<file path="config.mk">
export PLATFORM = sky130hd
export DESIGN_NAME = sas_sequencer
export DESIGN_NICKNAME = d
export VERILOG_FILES = /design/src/sas_pkg.sv /design/src/sas_sequencer.sv
export SDC_FILE = /design/constraint.sdc
export NUM_CORES = 1
export LEC_CHECK = 0
export BUFFER_PORTS_ARGS = -buffer_cell sky130_fd_sc_hd__buf_2
export CAP_MARGIN = 20
export CELL_PAD_IN_SITES_DETAIL_PLACEMENT = 1
export CELL_PAD_IN_SITES_GLOBAL_PLACEMENT = 2
export CORE_MARGIN = 3
export CORE_UTILIZATION = 46
export DETAILED_ROUTE_END_ITERATION = 10
export PLACE_DENSITY_LB_ADDON = 0.05
export SLEW_MARGIN = 20
export SYNTH_ARGS = -nofsm -noshare
export SYNTH_HDL_FRONTEND = slang
export SYNTH_SLANG_ARGS = --single-unit
</file>
<file path="constraint.sdc">
create_clock -name clk -period 14.3 [get_ports clk]
set_input_delay 2.86 -clock clk [delete_from_list [all_inputs] [get_ports clk]]
set_output_delay 2.86 -clock clk [all_outputs]
set_load 0.01 [all_outputs]
</file>
<file path="src/sas_pkg.sv">
// sas_pkg: constants shared by the converter sequencer
// assumes a 25 MHz system clock; one state is one clock cycle
package sas_pkg;
	localparam int RES_W = 10;
	localparam int CH_W = 4;
	localparam int NUM_CH = 16;
	// start delay states per clock-select code (fixed choice inside range)
	localparam logic [9:0] DLY_00 = 10'h012;
	localparam logic [9:0] DLY_01 = 10'h00A;
	localparam logic [9:0] DLY_10 = 10'h006;
	localparam logic [9:0] DLY_11 = 10'h004;
	// sampling states
	localparam logic [9:0] SPL_00 = 10'h07F;
	localparam logic [9:0] SPL_01 = 10'h03F;
	localparam logic [9:0] SPL_10 = 10'h01F;
	localparam logic [9:0] SPL_11 = 10'h00F;
	// first conversion total states (minimum of range)
	localparam logic [9:0] TOT_00 = 10'h203;
	localparam logic [9:0] TOT_01 = 10'h103;
	localparam logic [9:0] TOT_10 = 10'h083;
	localparam logic [9:0] TOT_11 = 10'h043;
	// later scan conversions, fixed
	localparam logic [9:0] SCN_00 = 10'h200;
	localparam logic [9:0] SCN_01 = 10'h100;
	localparam logic [9:0] SCN_10 = 10'h080;
	localparam logic [9:0] SCN_11 = 10'h040;
	localparam logic [1:0] TRG_SW = 2'h0;
	localparam logic [1:0] TRG_TPU = 2'h1;
	localparam logic [1:0] TRG_TMR8 = 2'h2;
	localparam logic [1:0] TRG_PIN = 2'h3;
	localparam logic [9:0] RES_RST = 10'h000;
	typedef enum logic [2:0] {
		SAS_WAIT = 3'b000,
		SAS_DELAY = 3'b001,
		SAS_SAMPLE = 3'b010,
		SAS_CONV = 3'b011
	} sas_state_t;
endpackage

</file>
<file path="src/sas_sequencer.sv">
// sas_sequencer: control sequencer of a 10-bit successive-approximation
// converter with single and scan modes.
// assumes a comparator output from the analog front end, one clk domain,
// external trigger pin asynchronous and synchronised here.
`timescale 1ns/1ps
`default_nettype none

// Operation
// each result is a 10-bit successive approximation value
// software clears start before changing mode or channel
// single mode converts one selected channel when start becomes 1
// single result goes to that channel's result register
// single completion sets end flag; interrupt if enabled
// start stays 1 during single conversion, auto-cleared at end
// clearing start mid single conversion aborts to wait
// scan starts at group base chosen by channel bits 3:2
// scan stores each result then moves to next channel
// scan pass end sets flag, interrupts if enabled, restarts group
// scan repeats while start is 1, stops when cleared
// start delay, then sample, then convert
// start delay 18-33, 10-17, 6-9, 4-5 states by clock code
// sampling 127/63/31/15; totals 515-530 down to 67-68 states
// later scan conversions take 512/256/128/64 states
// pin falling edge with trigger code 11 sets start
// interrupt asserted only while flag and enable both 1; here irq uses the enable of the cycle before, so it lags enable by one cycle
// end interrupt can activate the transfer controller
// module stop after reset; registers reachable only when cleared
// channel field: single direct; scan base plus last channel
// trigger select: software, timer unit, 8-bit timer, pin
// mode bit 0 single, 1 scan
// standby, module stop or reset clears start and halts scan
// result registers hold last value, readable any time
module sas_sequencer #(
	parameter int RES_W = sas_pkg::RES_W
) (
	input wire logic clk,
	input wire logic rst_b,
	input wire logic module_stop,
	input wire logic standby,
	input wire logic sw_start_set,
	input wire logic sw_start_clr,
	input wire logic scan_mode,
	input wire logic [3:0] chan_sel,
	input wire logic [1:0] conv_clk_sel,
	input wire logic [1:0] trig_src_sel,
	input wire logic conv_end_irq_enable,
	input wire logic conv_end_flag_clr,
	input wire logic timer_pulse_unit_trig,
	input wire logic timer8_trig,
	input wire logic ext_trigger_pin_b,
	input wire logic cmp_above,
	input wire logic [3:0] rd_chan,
	output logic conv_start_bit,
	output logic conv_end_flag,
	output logic conv_end_irq,
	output logic data_transfer_ctrl_req,
	output logic sample_hold,
	output logic [3:0] ana_chan,
	output logic [RES_W-1:0] dac_code,
	output logic [RES_W-1:0] rd_data,
	output logic busy
);
	typedef struct packed {
		sas_pkg::sas_state_t st;
		logic start;
		logic flag;
		logic irq;
		logic data_transfer_ctrl;
		logic sh;
		logic [3:0] ch;
		logic [9:0] cnt;
		logic first;
		logic [RES_W-1:0] sar;
		logic [3:0] bitn;
		logic [1:0] pin_s;
		logic pin_prev;
		logic [RES_W-1:0] rd;
		logic busy;
	} sas_reg_t;

	sas_reg_t q;
	sas_reg_t d;
	logic [RES_W-1:0] res_q [0:sas_pkg::NUM_CH-1];
	logic wr_en;

	function automatic logic [9:0] dly_of(input logic [1:0] c);
		case (c)
			2'h0: dly_of = sas_pkg::DLY_00;
			2'h1: dly_of = sas_pkg::DLY_01;
			2'h2: dly_of = sas_pkg::DLY_10;
			default: dly_of = sas_pkg::DLY_11;
		endcase
	endfunction

	function automatic logic [9:0] spl_of(input logic [1:0] c);
		case (c)
			2'h0: spl_of = sas_pkg::SPL_00;
			2'h1: spl_of = sas_pkg::SPL_01;
			2'h2: spl_of = sas_pkg::SPL_10;
			default: spl_of = sas_pkg::SPL_11;
		endcase
	endfunction

	// states spent in approximation after delay and sampling
	function automatic logic [9:0] cnv_of(input logic [1:0] c,
		input logic first);
		logic [9:0] tot;
		tot = sas_pkg::TOT_11;
		case (c)
			2'h0: tot = first ? sas_pkg::TOT_00 : sas_pkg::SCN_00;
			2'h1: tot = first ? sas_pkg::TOT_01 : sas_pkg::SCN_01;
			2'h2: tot = first ? sas_pkg::TOT_10 : sas_pkg::SCN_10;
			default: tot = first ? sas_pkg::TOT_11 : sas_pkg::SCN_11;
		endcase
		if (first) begin
			cnv_of = tot - dly_of(c) - spl_of(c);
		end else begin
			cnv_of = tot - spl_of(c);
		end
	endfunction

	// first channel of the conversion run
	function automatic logic [3:0] first_ch(input logic scan,
		input logic [3:0] sel);
		first_ch = scan ? {sel[3:2], 2'h0} : sel;
	endfunction

	logic trig_hit;
	logic conv_done;
	logic last_ch;
	logic [9:0] step_len;
	logic [9:0] cnv_len;
	logic [9:0] first_len;

	always_comb begin
		d = q;
		wr_en = 1'b0;
		d.pin_s = {q.pin_s[0], ext_trigger_pin_b};
		d.pin_prev = q.pin_s[1];
		d.data_transfer_ctrl = 1'b0;
		// start sources
		case (trig_src_sel)
			sas_pkg::TRG_TPU: trig_hit = timer_pulse_unit_trig;
			sas_pkg::TRG_TMR8: trig_hit = timer8_trig;
			sas_pkg::TRG_PIN: trig_hit = q.pin_prev & ~q.pin_s[1];
			default: trig_hit = 1'b0;
		endcase
		cnv_len = cnv_of(conv_clk_sel, q.first);
		step_len = cnv_len / 10'(RES_W);
		// division remainder goes to the msb step so totals stay exact
		first_len = cnv_len - 10'(step_len * 10'(RES_W - 1));
		conv_done = 1'b0;
		last_ch = (q.ch[1:0] == chan_sel[1:0]);
		if (sw_start_set || trig_hit) begin
			d.start = 1'b1;
		end
		if (sw_start_clr) begin
			d.start = 1'b0;
		end
		case (q.st)
			sas_pkg::SAS_WAIT: begin
				d.sh = 1'b0;
				if (q.start) begin
					d.st = sas_pkg::SAS_DELAY;
					d.ch = first_ch(scan_mode, chan_sel);
					d.first = 1'b1;
					d.cnt = dly_of(conv_clk_sel) - 10'h001;
				end
			end
			sas_pkg::SAS_DELAY: begin
				if (q.cnt == 10'h000) begin
					d.st = sas_pkg::SAS_SAMPLE;
					d.sh = 1'b1;
					d.cnt = spl_of(conv_clk_sel) - 10'h001;
				end else begin
					d.cnt = q.cnt - 10'h001;
				end
			end
			sas_pkg::SAS_SAMPLE: begin
				if (q.cnt == 10'h000) begin
					d.st = sas_pkg::SAS_CONV;
					d.sh = 1'b0;
					d.sar = {1'b1, {(RES_W-1){1'b0}}};
					d.bitn = 4'(RES_W - 1);
					d.cnt = first_len - 10'h001;
				end else begin
					d.cnt = q.cnt - 10'h001;
				end
			end
			sas_pkg::SAS_CONV: begin
				if (q.cnt != 10'h000) begin
					d.cnt = q.cnt - 10'h001;
				end else begin
					// decide one bit per step, msb first
					if (!cmp_above) begin
						d.sar[q.bitn] = 1'b0;
					end
					if (q.bitn != 4'h0) begin
						d.sar[q.bitn - 4'h1] = 1'b1;
						d.bitn = q.bitn - 4'h1;
						d.cnt = step_len - 10'h001;
					end else begin
						conv_done = 1'b1;
						wr_en = 1'b1;
						d.first = 1'b0;
						if (!scan_mode) begin
							d.start = 1'b0;
							d.flag = 1'b1;
							d.st = sas_pkg::SAS_WAIT;
						end else begin
							if (last_ch) begin
								d.flag = 1'b1;
								d.ch = first_ch(1'b1, chan_sel);
							end else begin
								d.ch = q.ch + 4'h1;
							end
							d.st = sas_pkg::SAS_SAMPLE;
							d.sh = 1'b1;
							d.cnt = spl_of(conv_clk_sel) - 10'h001;
						end
					end
				end
			end
			default: d.st = sas_pkg::SAS_WAIT;
		endcase
		// flag clear loses to a completion in the same cycle
		if (conv_end_flag_clr && !(conv_done && (!scan_mode || last_ch))) begin
			d.flag = 1'b0;
		end
		// clearing start aborts either mode
		if (q.st != sas_pkg::SAS_WAIT && !q.start) begin
			d.st = sas_pkg::SAS_WAIT;
			d.sh = 1'b0;
		end
		if (standby || module_stop) begin
			d.start = 1'b0;
			d.st = sas_pkg::SAS_WAIT;
			d.sh = 1'b0;
		end
		d.irq = d.flag & conv_end_irq_enable;
		d.data_transfer_ctrl = conv_done & (!scan_mode | last_ch) & conv_end_irq_enable;
		d.busy = (d.st != sas_pkg::SAS_WAIT);
		d.rd = module_stop ? sas_pkg::RES_RST : res_q[rd_chan];
	end

	always_ff @(posedge clk or negedge rst_b) begin
		if (!rst_b) begin
			q <= '0;
			q.st <= sas_pkg::SAS_WAIT;
			q.pin_s <= 2'h3;
			q.pin_prev <= 1'b1;
		end else begin
			q <= d;
		end
	end

	// results hold until overwritten by the same channel
	always_ff @(posedge clk or negedge rst_b) begin
		if (!rst_b) begin
			for (int i = 0; i < sas_pkg::NUM_CH; i++) begin
				res_q[i] <= sas_pkg::RES_RST;
			end
		end else if (wr_en) begin
			res_q[q.ch] <= {q.sar[RES_W-1:1], q.sar[0] & cmp_above};
		end
	end

	assign conv_start_bit = q.start;
	assign conv_end_flag = q.flag;
	assign conv_end_irq = q.irq;
	assign data_transfer_ctrl_req = q.data_transfer_ctrl;
	assign sample_hold = q.sh;
	assign ana_chan = q.ch;
	assign dac_code = q.sar;
	assign rd_data = q.rd;
	assign busy = q.busy;
endmodule // sas_sequencer
`default_nettype wire

</file>
Word level (Yosys, flattened, before mapping) --
Index checks and enable logic that the tools add are counted.
Word-level totals: bits in latches 0, register bits after elaboration 211, output and inout port bits 30, bits in read-only memories 0, memories 0, input port bits 25, bits in writable memories 0
Cells by class: multiplexer cells 76, equal/unequal tests 21, reductions and logical operators 29, divide/modulo/power cells 1, magnitude comparators 7, shift operators 0, add/sub/neg operators 12, bitwise gates (word level) 12, multiply operators 1
Operators by type and width (number):
- two-way mux 10 bit | 23
- bitwise mux 160 bit | 1
- subtractor 10 x 1 -> 10 bit, second input constant | 6
- two-way mux 15 bit | 3
- binary-select mux 10 bit (select 4 bit) | 1
- demux 10 bit (select 4 bit) | 1
- case mux 10 bit (4 select lines) | 1
- subtractor 10 bit | 4
- case mux 10 bit (3 select lines) | 1
- two-way mux 14 bit | 2
- case mux 14 bit (2 select lines) | 1
- inequality test 4 bit, second input constant | 6
- case mux 7 bit (3 select lines) | 1
- two-way mux 5 bit | 4
- two-way mux 1 bit | 16
- case mux 5 bit (3 select lines) | 1
- two-way mux 2 bit | 7
- two-way mux 3 bit | 4
- inequality test 2 bit, second input constant | 6
- case mux 3 bit (4 select lines) | 1
- AND 10 bit | 1
- divider 10 x 4 -> 10 bit, second input constant | 1
- greater-or-equal comparator 5 bit, second input constant | 2
- logical NOT 10 bit | 1
- other kinds (37) | 64

Logic depth before layout (Yosys ltp) --
Gate-level depths: netlist (run 1).
depth after elaboration 13, depth in mapped cells 30

Worst setup path before layout (run 1) --
No wires, ideal clock.
path type input to register, start point in conv_clk_sel[0], end point reg q[35] in the netlist's numbering, setup slack 5.485 ns, cell stages on the path 26, data arrival time 8.694 ns, data required time 14.179 ns, path buffers 0, cells stage by stage ha_1 > inv_1 > ha_1 > or4b_1 > a21boi_4 > a211oi_4 > o211ai_4 > a21o_1 > a311o_2 > a2111oi_4 > o32ai_1 > o32ai_4 > nor2b_1 > o21a_1 > nand2b_1 > fa_1 > ha_1 > a311oi_1 > a21oi_1 > nor2_1 > o21ai_0 > xnor2_1 > a21oi_1 > a221o_1 > a21o_1 > a22o_1
Between the ends: word-level cells in the longest chain between the ends 12, elaborated cells on any way between the ends 36, classes of those cells add/sub: 9; mul: 1; div: 1; eq/ne: 2; mux: 22; reduce/logical: 1
RTL lines:
- start: declaration | line sas_sequencer.sv:44 | input wire logic [1:0] conv_clk_sel,
- equality test 2 bit, or another cell as far along | line sas_sequencer.sv:87, sas_sequencer.sv:96, sas_sequencer.sv:109
- case mux 5 bit (3 select lines) | line sas_sequencer.sv:87 | case (c)
- two-way mux 10 bit | line sas_sequencer.sv:115 | if (first) begin
- subtractor 10 bit (2 in a row) | line sas_sequencer.sv:116 | cnv_of = tot - dly_of(c) - spl_of(c);
- two-way mux 10 bit | line sas_sequencer.sv:115
- divider 10 x 4 -> 10 bit | line sas_sequencer.sv:149 | step_len = cnv_len / 10'(RES_W);
- multiplier 10 x 4 -> 10 bit | line sas_sequencer.sv:151 | first_len = cnv_len - 10'(step_len * 10'(RES_W - 1));
- subtractor 10 bit | line sas_sequencer.sv:151
- subtractor 10 x 1 -> 10 bit | line sas_sequencer.sv:185 | d.cnt = first_len - 10'h001;
- two-way mux 10 bit | line sas_sequencer.sv:180 | if (q.cnt == 10'h000) begin
- case mux 10 bit (4 select lines) * | line sas_sequencer.sv:160 | case (q.st)
- end: declaration | line sas_sequencer.sv:81 | sas_reg_t q;
Every way passes the cells marked *; elsewhere a longest branch is shown, timed or not. The select of a mux whose other input is x is not followed. A chain may end at the register's enable or synchronous reset.

Worst setup path after layout (run 1) --
start point in conv_clk_sel[0], end point reg q[37] in the netlist's numbering
The elaborated chain is that of the path after synthesis.

==> impl_results.md, run 1 <==
* Height of the die at 166 µm
* # rows at 58
* DR DRC count at 0
* Warnings from Yosys at 0
* Number of library cell types mapped by synthesis at 82
* Via count at 8272
* Slew Limit Headroom at 25.4%
* Critical path's largest stage delay at 0.94 ns
* CTS Hold Buffers Added at 0
* Die area at 27700 µm²
* Number of diodes at 0
* Avg Cell Area, Syn at 11.5 µm²
* Async SR Flop Fraction at 100%
* Critical path arrival at 9.99 ns
* Area after DPL at 12200 µm²
* Tmin final at 9.58 ns
* Mapped Cells at 1027
* Largest net degree at the start of global routing at 109
* Chip width at 166 µm
* Flops & latches, synth at 211
* Post-Syn Area at 11800 µm²
* Compound-Gate Fraction of Synth Area at 12.4%
* Pwr/cell area at 126 nW/µm²
* CP max stage cell: o31ai_2
* Worst VDD drop at 0.0000814 V
* Worst-path clk slew at 0.06 ns
* Slew Limit Fails at 0
* Post-Synth XOR/XNOR Area at 1.11%
* Simple-Gate Fraction of Synth Area at 10.1%
* Routed Antenna Nets at 0
* Initial antenna violation count at 0
* Clock skew at 0.0265 ns
* Cells after DPL at 1335
* CTS tree: done
* Fmax at 104 MHz
* IO Port Bufs at 54
* Final setup TNS at 0 ns
* Sink Count at 211
* Most frequent CP cell: a21oi_1
* Run status: finished, final reports clean
* Detailed-route wire length per cell at 23.0 µm
* Largest family of logic cells by synthesized area: multiplexers
* Crit-path max FO at 12
* Drt via density at 5.99
* Remaining Overflow, GRT at 0
* WS Path Type: in -> reg
* Non-filler instance count after layout at 1380
* Critical Path Sink Type: flip-flop
* LEAKAGE at 6.01 nW
* Worst endpoint required time at 14.72 ns
* Post-CTS Resized at 0
* Power Total at 1.64 mW
* DR iter-0 viols at 588
* P&R area growth vs syn at 9.79%
* RSZ-0062 raised after global routing: false
* # fillers at 2649
* Max-cap violations at 0
* Total core area at 25300 µm²
* Clock Latency Late Sink at 0.53 ns
* Synth Flop Type: dfrtp_1
* Leading cell type in the layout, fill and taps excluded: dfrtp_1
* Sequential share of the synthesized area at 44.6%
* Post-DP HPWL at 21900 µm
* Routability cong. at 0.841
* Layout cell share with drive strength beyond 1 at 31.7%
* Number of global-route vias before repair at 8475
* Number of detailed-route iterations in the first pass at 5
* # nets final at 1090
* Most frequent cells in the layout: 208 x dfrtp_1, 146 x mux2_2, 87 x nand2_1
* Max Root-Sink Buffers at 3
* Worst hold path class: reg -> reg
* CTS Buf Count at 25
* Initial core utilization at 46.9%
* Clock H-tree levels at 1
* Synth Area in Adders at 3.68%
* Total Wirelength at 31800 µm
* Worst-Margin Slew at 1.11 ns
* Post-CTS setup buffer count at 0
* Clock Tree Root: clkbuf_16
* Fin crit share at 67.0%
* Fin area at 13000 µm²
* Startpoint Class: input port
* Fin. Hold Viols at 0
* Mux share of post-synthesis cell area at 23.6%
* EDFF count, synth at 0
* Wire length of the first global-routing pass at 50700 µm
* Final setup viols at 0
* GRT Overall Usage at 22.9%
* I/O pin total at 55
-- power breakdown --
group          internal (mW)  switching, mW
clock network          0.372          0.250
registers              0.606         0.0155
logic                  0.142          0.250
-- cell usage after synthesis, drive strengths merged, types with 4 or more instances --
cell type	instances	area, µm²
nor3	20	100
clkbuf	50	188
nor2	52	195
or2	8	50.1
a21o	5	37.5
nand2b	10	62.6
nand2	87	327
o221ai	5	43.8
a311oi	4	35.0
a2111oi	4	91.3
o211ai	9	86.3
mux4	50	1130
o22ai	6	37.5
a211oi	8	77.6
ha	30	375
nor4	5	31.3
nor2b	22	138
a221oi	4	35.0
inv	27	101
and2	5	31.3
mux2	147	1660
a31oi	14	93.8
o21a	5	37.5
a21oi	42	218
dfrtp	208	5200
xnor2	12	105
nand3	16	80.1
buf	36	238
o21ai	66	334
or3	4	25.0
-- final cells by class --
| type | count | area [µm²] | area share (%) |
|---|---|---|---|
| multi-input combinational | 703 | 6040 | 46.5 |
| sequential | 211 | 5280 | 40.6 |
| clock buffer | 36 | 727 | 5.59 |
| tap | 330 | 413 | 3.17 |
| timing repair buffer | 63 | 348 | 2.67 |
| inverter | 28 | 105 | 0.808 |
| clock inverter | 9 | 86.3 | 0.664 |
-- flip-flops by register name (all words and copies together) (netlist names) --
name / cells
res_q: 160
q: 19
dac_code: 10
rd_data: 10
ana_chan: 4
d: 2
busy: 1
conv_end_flag: 1
conv_end_irq: 1
conv_start_bit: 1
data_transfer_ctrl_req: 1
sample_hold: 1
-- path summary, 6_finish.rpt --
| check | start | end | slack, ns | cells past startpoint |
|---|---|---|---|---|
| worst max-delay path | conv_clk_sel[0] | q[37] | 4.72 | 29 |
| min in group asynchronous | rst_b | conv_end_flag | 2.40 | 1 |
| worst max register to register | q[28] | q[37] | 6.95 | 27 |
| worst min-delay path | d[13] | d[11] | 0.36 | 0 |
| worst min register to register | d[13] | d[11] | 0.36 | 0 |
| max in group asynchronous | rst_b | res_q[93] | 10.61 | 2 |
-- cells by family after synthesis --
logic type	Yosys count
AOI/OAI and AO/OA	207
adders and majority gates	33
and+or+nand+nor	248
DFF	211
xor gates and xnor gates	15
muxes	198
buffers and inverters	114
other	1
-- metrics by stage --
step	util, %	worst slack (ns)	hold slack [ns]
floorplan	-	5.49	0.345
global placement	48.3	4.54	0.347
detailed placement	48.3	4.34	0.348
CTS	51.5	4.88	0.359
global route	51.5	4.28	0.361
finish	51.5	4.72	0.359
-- routing by layer --
metal	routed length, µm	up-vias	global-route usage (%)
met4	529	0	4.12
met5	0	-	0
met3	1150	35	2.63
met1	16200	4313	36.4
li1	-	3758	-
met2	13900	166	34.5
-- critical path, delay by kind of cell --
kind | cells | cell delay [ns]
AO/OA/AOI/OAI | 15 | 4.48
adder cells (fa/ha/maj) | 3 | 1.22
AND/OR/NAND/NOR | 8 | 0.95
buffers and inverters | 2 | 0.36
XOR/XNOR | 1 | 0.09
Note: power is estimated with default switching activity, not from simulation.
==> run 2: changes to the inputs <==
--- a/config.mk
+++ b/config.mk
@@ -10,7 +10,7 @@
 export CELL_PAD_IN_SITES_DETAIL_PLACEMENT = 1
 export CELL_PAD_IN_SITES_GLOBAL_PLACEMENT = 2
 export CORE_MARGIN = 3
-export CORE_UTILIZATION = 46
+export CORE_UTILIZATION = 43
 export DETAILED_ROUTE_END_ITERATION = 10
 export PLACE_DENSITY_LB_ADDON = 0.05
 export SLEW_MARGIN = 20
==> constraint.sdc (replaced) <==
create_clock -name clk -period 9 [get_ports clk]
set_input_delay 1.8 -clock clk [delete_from_list [all_inputs] [get_ports clk]]
set_output_delay 1.8 -clock clk [all_outputs]
set_load 0.01 [all_outputs]
==> run 2 against run 1 <==
- clock power grew 60%
- critical path depth shrank 2
- die area grew 6.7%
- flip-flop and latch count is the same
- clock skew shrank 0.0074 ns
- utilization shrank 3.3 points
- wire length grew 2.3%
==> impl_results.md, run 2 (synthesized netlist as in run 1, its figures left out) <==
* Remaining Overflow, GRT at 0 (unchanged)
* Initial antenna violation count at 0 (unchanged)
* End of the critical path: q[35] (was q[37])
* Power Total at 2.58 mW (was 1.64 mW)
* Worst VDD drop at 0.000135 V (was 0.0000814 V)
* Layout cell share with drive strength beyond 1 at 31.3% (was 31.7%)
* DR DRC count at 0 (unchanged)
* DR iter-0 viols at 436 (was 588)
* Clock H-tree levels at 1 (unchanged)
* Number of global-route vias before repair at 8444 (was 8475)
* IO Port Bufs at 54 (unchanged)
* # nets final at 1092 (was 1090)
* DR WL met3 at 1090 µm (was 1150 µm)
* Wire length of the first global-routing pass at 51100 µm (was 50700 µm)
* Height of the die at 172 µm (was 166 µm)
* Most frequent cells in the layout: 208 x dfrtp_1, 146 x mux2_2, 87 x nand2_1 (unchanged)
* Slew Limit Headroom at 23.4% (was 25.4%)
* Area after DPL at 12200 µm² (about the same)
* CTS Buf Count at 26 (was 25)
* P&R area growth vs syn at 9.99% (was 9.79%)
* Crit-path max FO at 9 (was 12)
* Chip width at 172 µm (was 166 µm)
* Total core area at 27000 µm² (was 25300 µm²)
* I/O pin total at 55 (unchanged)
* Metal1 wirelength at 16200 µm (about the same)
* CP startpoint: conv_clk_sel[0] (unchanged)
* Detailed-route wire length per cell at 23.3 µm (was 23.0 µm)
* LEAKAGE at 6.02 nW (was 6.01 nW)
* Worst reg2reg path startpoint: q[28] (unchanged)
* Run status: finished, final reports clean (unchanged)
* Startpoint Class: input port (unchanged)
* CTS Hold Buffers Added at 0 (unchanged)
* Initial core utilization at 43.8% (was 46.9%)
* R2r setup slk at 1.76 ns (was 6.95 ns)
* Uppermost routed layer: met4 (unchanged)
* Final setup viols at 0 (unchanged)
* Max Root-Sink Buffers at 3 (unchanged)
* Largest net degree at the start of global routing at 75 (was 109)
* Total Wirelength at 32500 µm (was 31800 µm)
* Worst hold path class: reg -> reg (unchanged)
* Hold Startpoint: d[13] (unchanged)
* Tmin final at 8.26 ns
* Number of diodes at 0 (unchanged)
* Worst-Margin Slew at 1.15 ns (was 1.11 ns)
* Worst endpoint required time at 9.41 ns (was 14.72 ns)
* Leading cell type in the layout, fill and taps excluded: dfrtp_1 (unchanged)
* Clock Tree Root: clkbuf_16 (unchanged)
* Number of detailed-route iterations in the first pass at 4 (was 5)
* Die area at 29600 µm² (was 27700 µm²)
* GRT Overall Usage at 22.3% (was 22.9%)
* Non-filler instance count after layout at 1395 (was 1380)
* Critical Path Sink Type: flip-flop (unchanged)
* Via count at 8182 (was 8272)
* CTS tree: done (unchanged)
* Max-cap violations at 0 (unchanged)
* Largest register FFs at 160 (unchanged)
* Critical path arrival at 8.67 ns (was 9.99 ns)
* Pwr/cell area at 198 nW/µm² (was 126 nW/µm²)
* Drt via density at 5.87 (was 5.99)
* Slew Limit Fails at 0 (unchanged)
* Worst reg2reg endpoint: q[35] (was q[37])
* # rows at 60 (was 58)
* Fin. Hold Viols at 0 (unchanged)
* Met2 wire length at 14800 µm (was 13900 µm)
* Routability cong. at 0.818 (was 0.841)
* Cells after DPL at 1347 (was 1335)
* RSZ-0062 raised after global routing: false (unchanged)
* Routed Antenna Nets at 0 (unchanged)
* Largest Register: res_q (unchanged)
* Post-DP HPWL at 22600 µm (was 21900 µm)
* Fmax at 121 MHz
* Post-CTS setup buffer count at 0 (unchanged)
* Final setup TNS at 0 ns (unchanged)
* Post-CTS Resized at 0 (unchanged)
* Worst-path clk slew at 0.06 ns (about the same)
* Fin crit share at 91.8%
* Clock skew at 0.0190 ns (was 0.0265 ns)
* Sink Count at 211 (unchanged)
* Clock Latency Late Sink at 0.53 ns (about the same)
* WS Path Type: in -> reg (unchanged)
* Fin area at 13000 µm² (about the same)
* Reg2Reg Depth at 24 (was 27)
* Regs by FF count: res_q (160), q (19) (unchanged)
==> run 2: cell count changes in the layout (fill, tap and decap cells not counted) <==
cell / delta
clkinv_4: -1
clkinvlp_4: -2
clkbuf_1: +7
clkinv_8: +1
clkbuf_8: -3
buf_4: +1
clkbuf_16: +1
==> run 2: worst max-delay path, cell delays in order <==
cell and delay (ns):
buf_2 0.17, ha_1 0.29, inv_1 0.20, ha_1 0.33, nor2b_1 0.38, o211a_1 0.29
o211ai_2 0.15, o221ai_1 0.40, nand3_1 0.25, a311o_2 0.51, a2111oi_4 0.41, o32ai_1 0.19
o32ai_4 0.36, nor2b_1 0.08, o21a_1 0.20, nand2b_1 0.17, fa_1 0.47, ha_1 0.38
a311oi_1 0.31, a21oi_1 0.10, nor2_1 0.12, o21ai_0 0.11, xnor2_1 0.18, a21oi_1 0.09
a221o_1 0.29, a21o_1 0.18, a22o_1 0.22
==> run 2: metal layers <==
layer	global-route usage, %	up-vias
li1	-	3782
met2	35.2	114
met4	2.81	0
met5	0	-
met3	2.29	30
met1	34.3	4256
==> run 2: layout make-up <==
class / count / area [µm²]
Tap cell: 341 / 427
Inverter: 28 / 105
Clock buffer: 41 / 737
Timing Repair Buffer: 64 / 355
Sequential cell: 211 / 5280
Fill cell: 2848 / 14000
Clock inverter: 7 / 78.8
Multi-Input combinational cell: 703 / 6040
==> run 2: worst min path at each step <==
| stage | cells after the start | endpoint | slack (ns) |
|---|---|---|---|
| final | 0 | d[11] | 0.36 |
| after floorplan | 0 | d[11] | 0.35 |
| after CTS | 0 | d[11] | 0.36 |
| after detailed placement | 0 | d[11] | 0.35 |
| after global placement | 0 | d[11] | 0.35 |
| after global routing | 0 | d[11] | 0.36 |
==> run 2: stage by stage <==
step	utilization, %	hold slack, ns	setup slack (ns)
5_1_grt	48.2	0.364	0.162
4_1_cts	48.2	0.357	0.797
2_1_floorplan	-	0.345	1.25
3_5_place_dp	45.2	0.349	0.288
3_3_place_gp	45.2	0.347	0.494
6_report	48.2	0.355	0.741
==> run 2: power breakdown <==
group	internal [mW]	switching (mW)	total (mW)
Clock	0.592	0.401	0.993
Combinational	0.226	0.380	0.605
Sequential	0.962	0.0238	0.986
Total	1.78	0.804	2.58
==> run 3: changes to the inputs <==
--- a/config.mk
+++ b/config.mk
@@ -5,12 +5,13 @@
 export SDC_FILE = /design/constraint.sdc
 export NUM_CORES = 1
 export LEC_CHECK = 0
+export ABC_AREA = 1
 export BUFFER_PORTS_ARGS = -buffer_cell sky130_fd_sc_hd__buf_2
 export CAP_MARGIN = 20
 export CELL_PAD_IN_SITES_DETAIL_PLACEMENT = 1
 export CELL_PAD_IN_SITES_GLOBAL_PLACEMENT = 2
 export CORE_MARGIN = 3
-export CORE_UTILIZATION = 43
+export CORE_UTILIZATION = 37
 export DETAILED_ROUTE_END_ITERATION = 10
 export PLACE_DENSITY_LB_ADDON = 0.05
 export SLEW_MARGIN = 20
==> run 3 against run 2 <==
- sequential share of layout area grew 0.64 points
- global-route usage shrank 0.40 points
- utilization shrank 6.6 points
- critical path depth grew 13
- setup slack gained 1.0 ns
- non-clock buffer count shrank 3
- wire length grew 12%
- register-to-register slack gained 1.0 ns
- first-iteration DRC count grew 11%
- combinational power shrank 0.7%
- cell area shrank 1.5%
- largest cell class unchanged
==> impl_results.md, run 3 <==
* Sink Count at 211 (unchanged)
* Final core utilization at 41.6% (was 48.2%)
* Via count at 10000 (was 8182)
* Clock Latency Late Sink at 0.55 ns (was 0.53 ns)
* CP max stage cell: fa_1 (was a311o_2)
* Worst reg2reg path startpoint: q[28] (unchanged)
* Worst VDD drop at 0.000133 V (was 0.000135 V)
* Largest Register: res_q (unchanged)
* Warnings from Yosys at 0 (unchanged)
* Wire length of the first global-routing pass at 59000 µm (was 51100 µm)
* Drt via density at 5.33 (was 5.87)
* Fin. Hold Viols at 0 (unchanged)
* Pwr/cell area at 201 nW/µm² (was 198 nW/µm²)
* Slew Limit Fails at 0 (unchanged)
* Clock H-tree levels at 1 (unchanged)
* Initial antenna violation count at 0 (unchanged)
* DR DRC count at 0 (unchanged)
* # rows at 64 (was 60)
* Layout cell share with drive strength beyond 1 at 10.4% (was 31.3%)
* Most frequent cells in the layout: 315 x nand2_1, 268 x o21ai_0, 208 x dfrtp_1 (was 208 x dfrtp_1, 146 x mux2_2, 87 x nand2_1)
* Remaining Overflow, GRT at 0 (unchanged)
* Final setup viols at 0 (unchanged)
* Flops & latches, synth at 211 (unchanged)
* Largest register FFs at 160 (unchanged)
* Post-CTS setup buffer count at 0 (unchanged)
* WS Path Type: in -> reg (unchanged)
* CP startpoint: conv_clk_sel[0] (unchanged)
* Regs by FF count: res_q (160), q (19) (unchanged)
* Largest net degree at the start of global routing at 96 (was 75)
* Number of detailed-route iterations in the first pass at 5 (was 4)
* # fillers at 3756 (was 2848)
* Total Wirelength at 36500 µm (was 32500 µm)
* P&R area growth vs syn at 9.79% (was 9.99%)
* Hold Startpoint: d[13] (unchanged)
* Slew Limit Headroom at 38.1% (was 23.4%)
* Worst hold path class: reg -> reg (unchanged)
* Mapped Cells at 1487 (was 1027)
* Run status: finished, final reports clean (unchanged)
* CTS Hold Buffers Added at 0 (unchanged)
* Post-Syn Area at 11700 µm² (was 11800 µm²)
* # nets final at 1530 (was 1092)
* Height of the die at 184 µm (was 172 µm)
* Avg Cell Area, Syn at 7.86 µm² (was 11.5 µm²)
* Clock skew at 0.0275 ns (was 0.0190 ns)
* Crit-path max FO at 12 (was 9)
* Post-DP HPWL at 24600 µm (was 22600 µm)
* Commonest cells in the netlist: 315 x nand2_1, 268 x o21ai_0, 208 x dfrtp_1 (was 208 x dfrtp_1, 146 x mux2_2, 87 x nand2_1)
* Number of diodes at 0 (unchanged)
* Critical path's largest stage delay at 0.48 ns (was 0.51 ns)
* Fmax at 138 MHz (was 121 MHz)
* Worst-path clk slew at 0.06 ns (about the same)
* Max Root-Sink Buffers at 3 (unchanged)
* Max-cap violations at 0 (unchanged)
* I/O pin total at 55 (unchanged)
* Critical Path Sink Type: flip-flop (unchanged)
* Sequential share of the synthesized area at 45.2% (was 44.6%)
* Number of global-route vias before repair at 10500 (was 8444)
* Worst-Margin Slew at 0.929 ns (was 1.15 ns)
* Chip width at 184 µm (was 172 µm)
* Post-CTS Resized at 0 (unchanged)
* Main area contributors after synthesis: dfrtp_1 45%, o21ai_0 11%, nand2_1 10% (was dfrtp_1 44%, mux2_2 14%, mux4_2 9.5%)
* IO Port Bufs at 54 (unchanged)
* Share of Yosys cell area claimed by the top area cell type at 44.5% (was 43.9%)
* Fin crit share at 80.4% (was 91.8%)
* Area leader, netlist: dfrtp_1 (unchanged)
* Routability cong. at 0.855 (was 0.818)
* Startpoint Class: input port (unchanged)
* Worst hold slack at 0.354 ns (was 0.355 ns)
* Number of library cell types mapped by synthesis at 51 (was 82)
* Worst endpoint required time at 9.45 ns (was 9.41 ns)
* Worst setup margin at 1.77 ns (was 0.741 ns)
* Tmin final at 7.23 ns (was 8.26 ns)
* Area after DPL at 12000 µm² (was 12200 µm²)
* CTS tree: done (unchanged)
* Final setup TNS at 0 ns (unchanged)
* Async SR Flop Fraction at 100% (unchanged)
* Placement Setup Slack at 1.14 ns (was 0.288 ns)
* DR iter-0 viols at 483 (was 436)
* CTS Buf Count at 26 (unchanged)
* GRT Overall Usage at 21.9% (was 22.3%)
* EDFF count, synth at 0 (unchanged)
* Routed Antenna Nets at 0 (unchanged)
* Leading cell type in the layout, fill and taps excluded: nand2_1 (was dfrtp_1)
* RSZ-0062 raised after global routing: false (unchanged)
* Initial core utilization at 37.9% (was 43.8%)
* Die area at 33700 µm² (was 29600 µm²)
* Detailed-route wire length per cell at 19.4 µm (was 23.3 µm)
* LEAKAGE at 6.00 nW (was 6.02 nW)
* Fin area at 12800 µm² (was 13000 µm²)
* Total core area at 30800 µm² (was 27000 µm²)
* Critical path arrival at 7.68 ns (was 8.67 ns)
* Clock Tree Root: clkbuf_16 (unchanged)
* Synth Flop Type: dfrtp_1 (unchanged)
* Top-count cell post-synth: nand2_1 (was dfrtp_1)
==> run 3: cell count changes after synthesis, sizes merged, moves of 22 or more <==
cell	delta
nand2	+248
o21ai	+207
mux2	-147
nor2	+115
inv	+88
mux4	-50
nand3	+39
clkbuf	+26
o221ai	+25
nor2b	-22
==> run 3: cell type report <==
cell class | instances | area (µm²) | share of cell area [%]
clock buffer | 41 | 787 | 6.14
clock inverter | 4 | 31.3 | 0.244
inverter | 118 | 444 | 3.46
multi-input combinational | 1054 | 5450 | 42.5
sequential | 211 | 5280 | 41.2
tap | 396 | 495 | 3.86
timing repair buffer | 61 | 333 | 2.59
==> run 3: through the flow <==
stage                     cells  total power, mW
after floorplan            1488             1.43
after global placement     1840             1.60
after detailed placement   1840             1.60
after CTS                  1885             2.61
after global routing       1885             2.73
final                      1885             2.57
==> run 3: where the power goes <==
group          total, mW  leakage [nW]  switching, mW  internal, mW
registers          0.973          2.79         0.0139         0.959
clock network      0.998         0.405          0.404         0.594
logic              0.601          2.81          0.405         0.195
==> run 3: kinds of logic after synthesis <==
kind of cell / Yosys count / share of synthesized area [%]
adders and majority gates: 33 / 3.73
other: 1 / 0.0321
AOI/OAI and AO/OA: 402 / 19.3
buffers and inverters: 223 / 8.14
and+or+nand+nor: 602 / 22.4
xor gates and xnor gates: 15 / 1.12
DFF: 211 / 45.2
==> run 3: path summary, 6_finish.rpt <==
check	slack (ns)	depth (start not counted)	endpoint
setup / recovery	1.77	40	q[37]
hold / removal	0.35	0	d[11]
setup reg to reg	2.77	37	q[37]
hold reg to reg	0.35	0	d[11]
max in group asynchronous	6.27	2	q[50]
min in group asynchronous	1.28	1	res_q[99]
==> run 3: worst max-delay path: cells and delay by family <==
family                     cells  cell delay [ns]
AOI/OAI and AO/OA              7             1.31
and+or+nand+nor               25             2.69
buffers and inverters          4             0.54
adders and majority gates      4             1.34
==> run 3: routing by layer <==
metal / routed length, µm / global-route usage (%) / vias to the layer above
met4: 673 / 4.17 / 0
met5: 0 / 0 / -
met1: 17100 / 29.8 / 4974
met3: 841 / 2.04 / 43
li1: - / - / 4912
met2: 17900 / 38.4 / 111
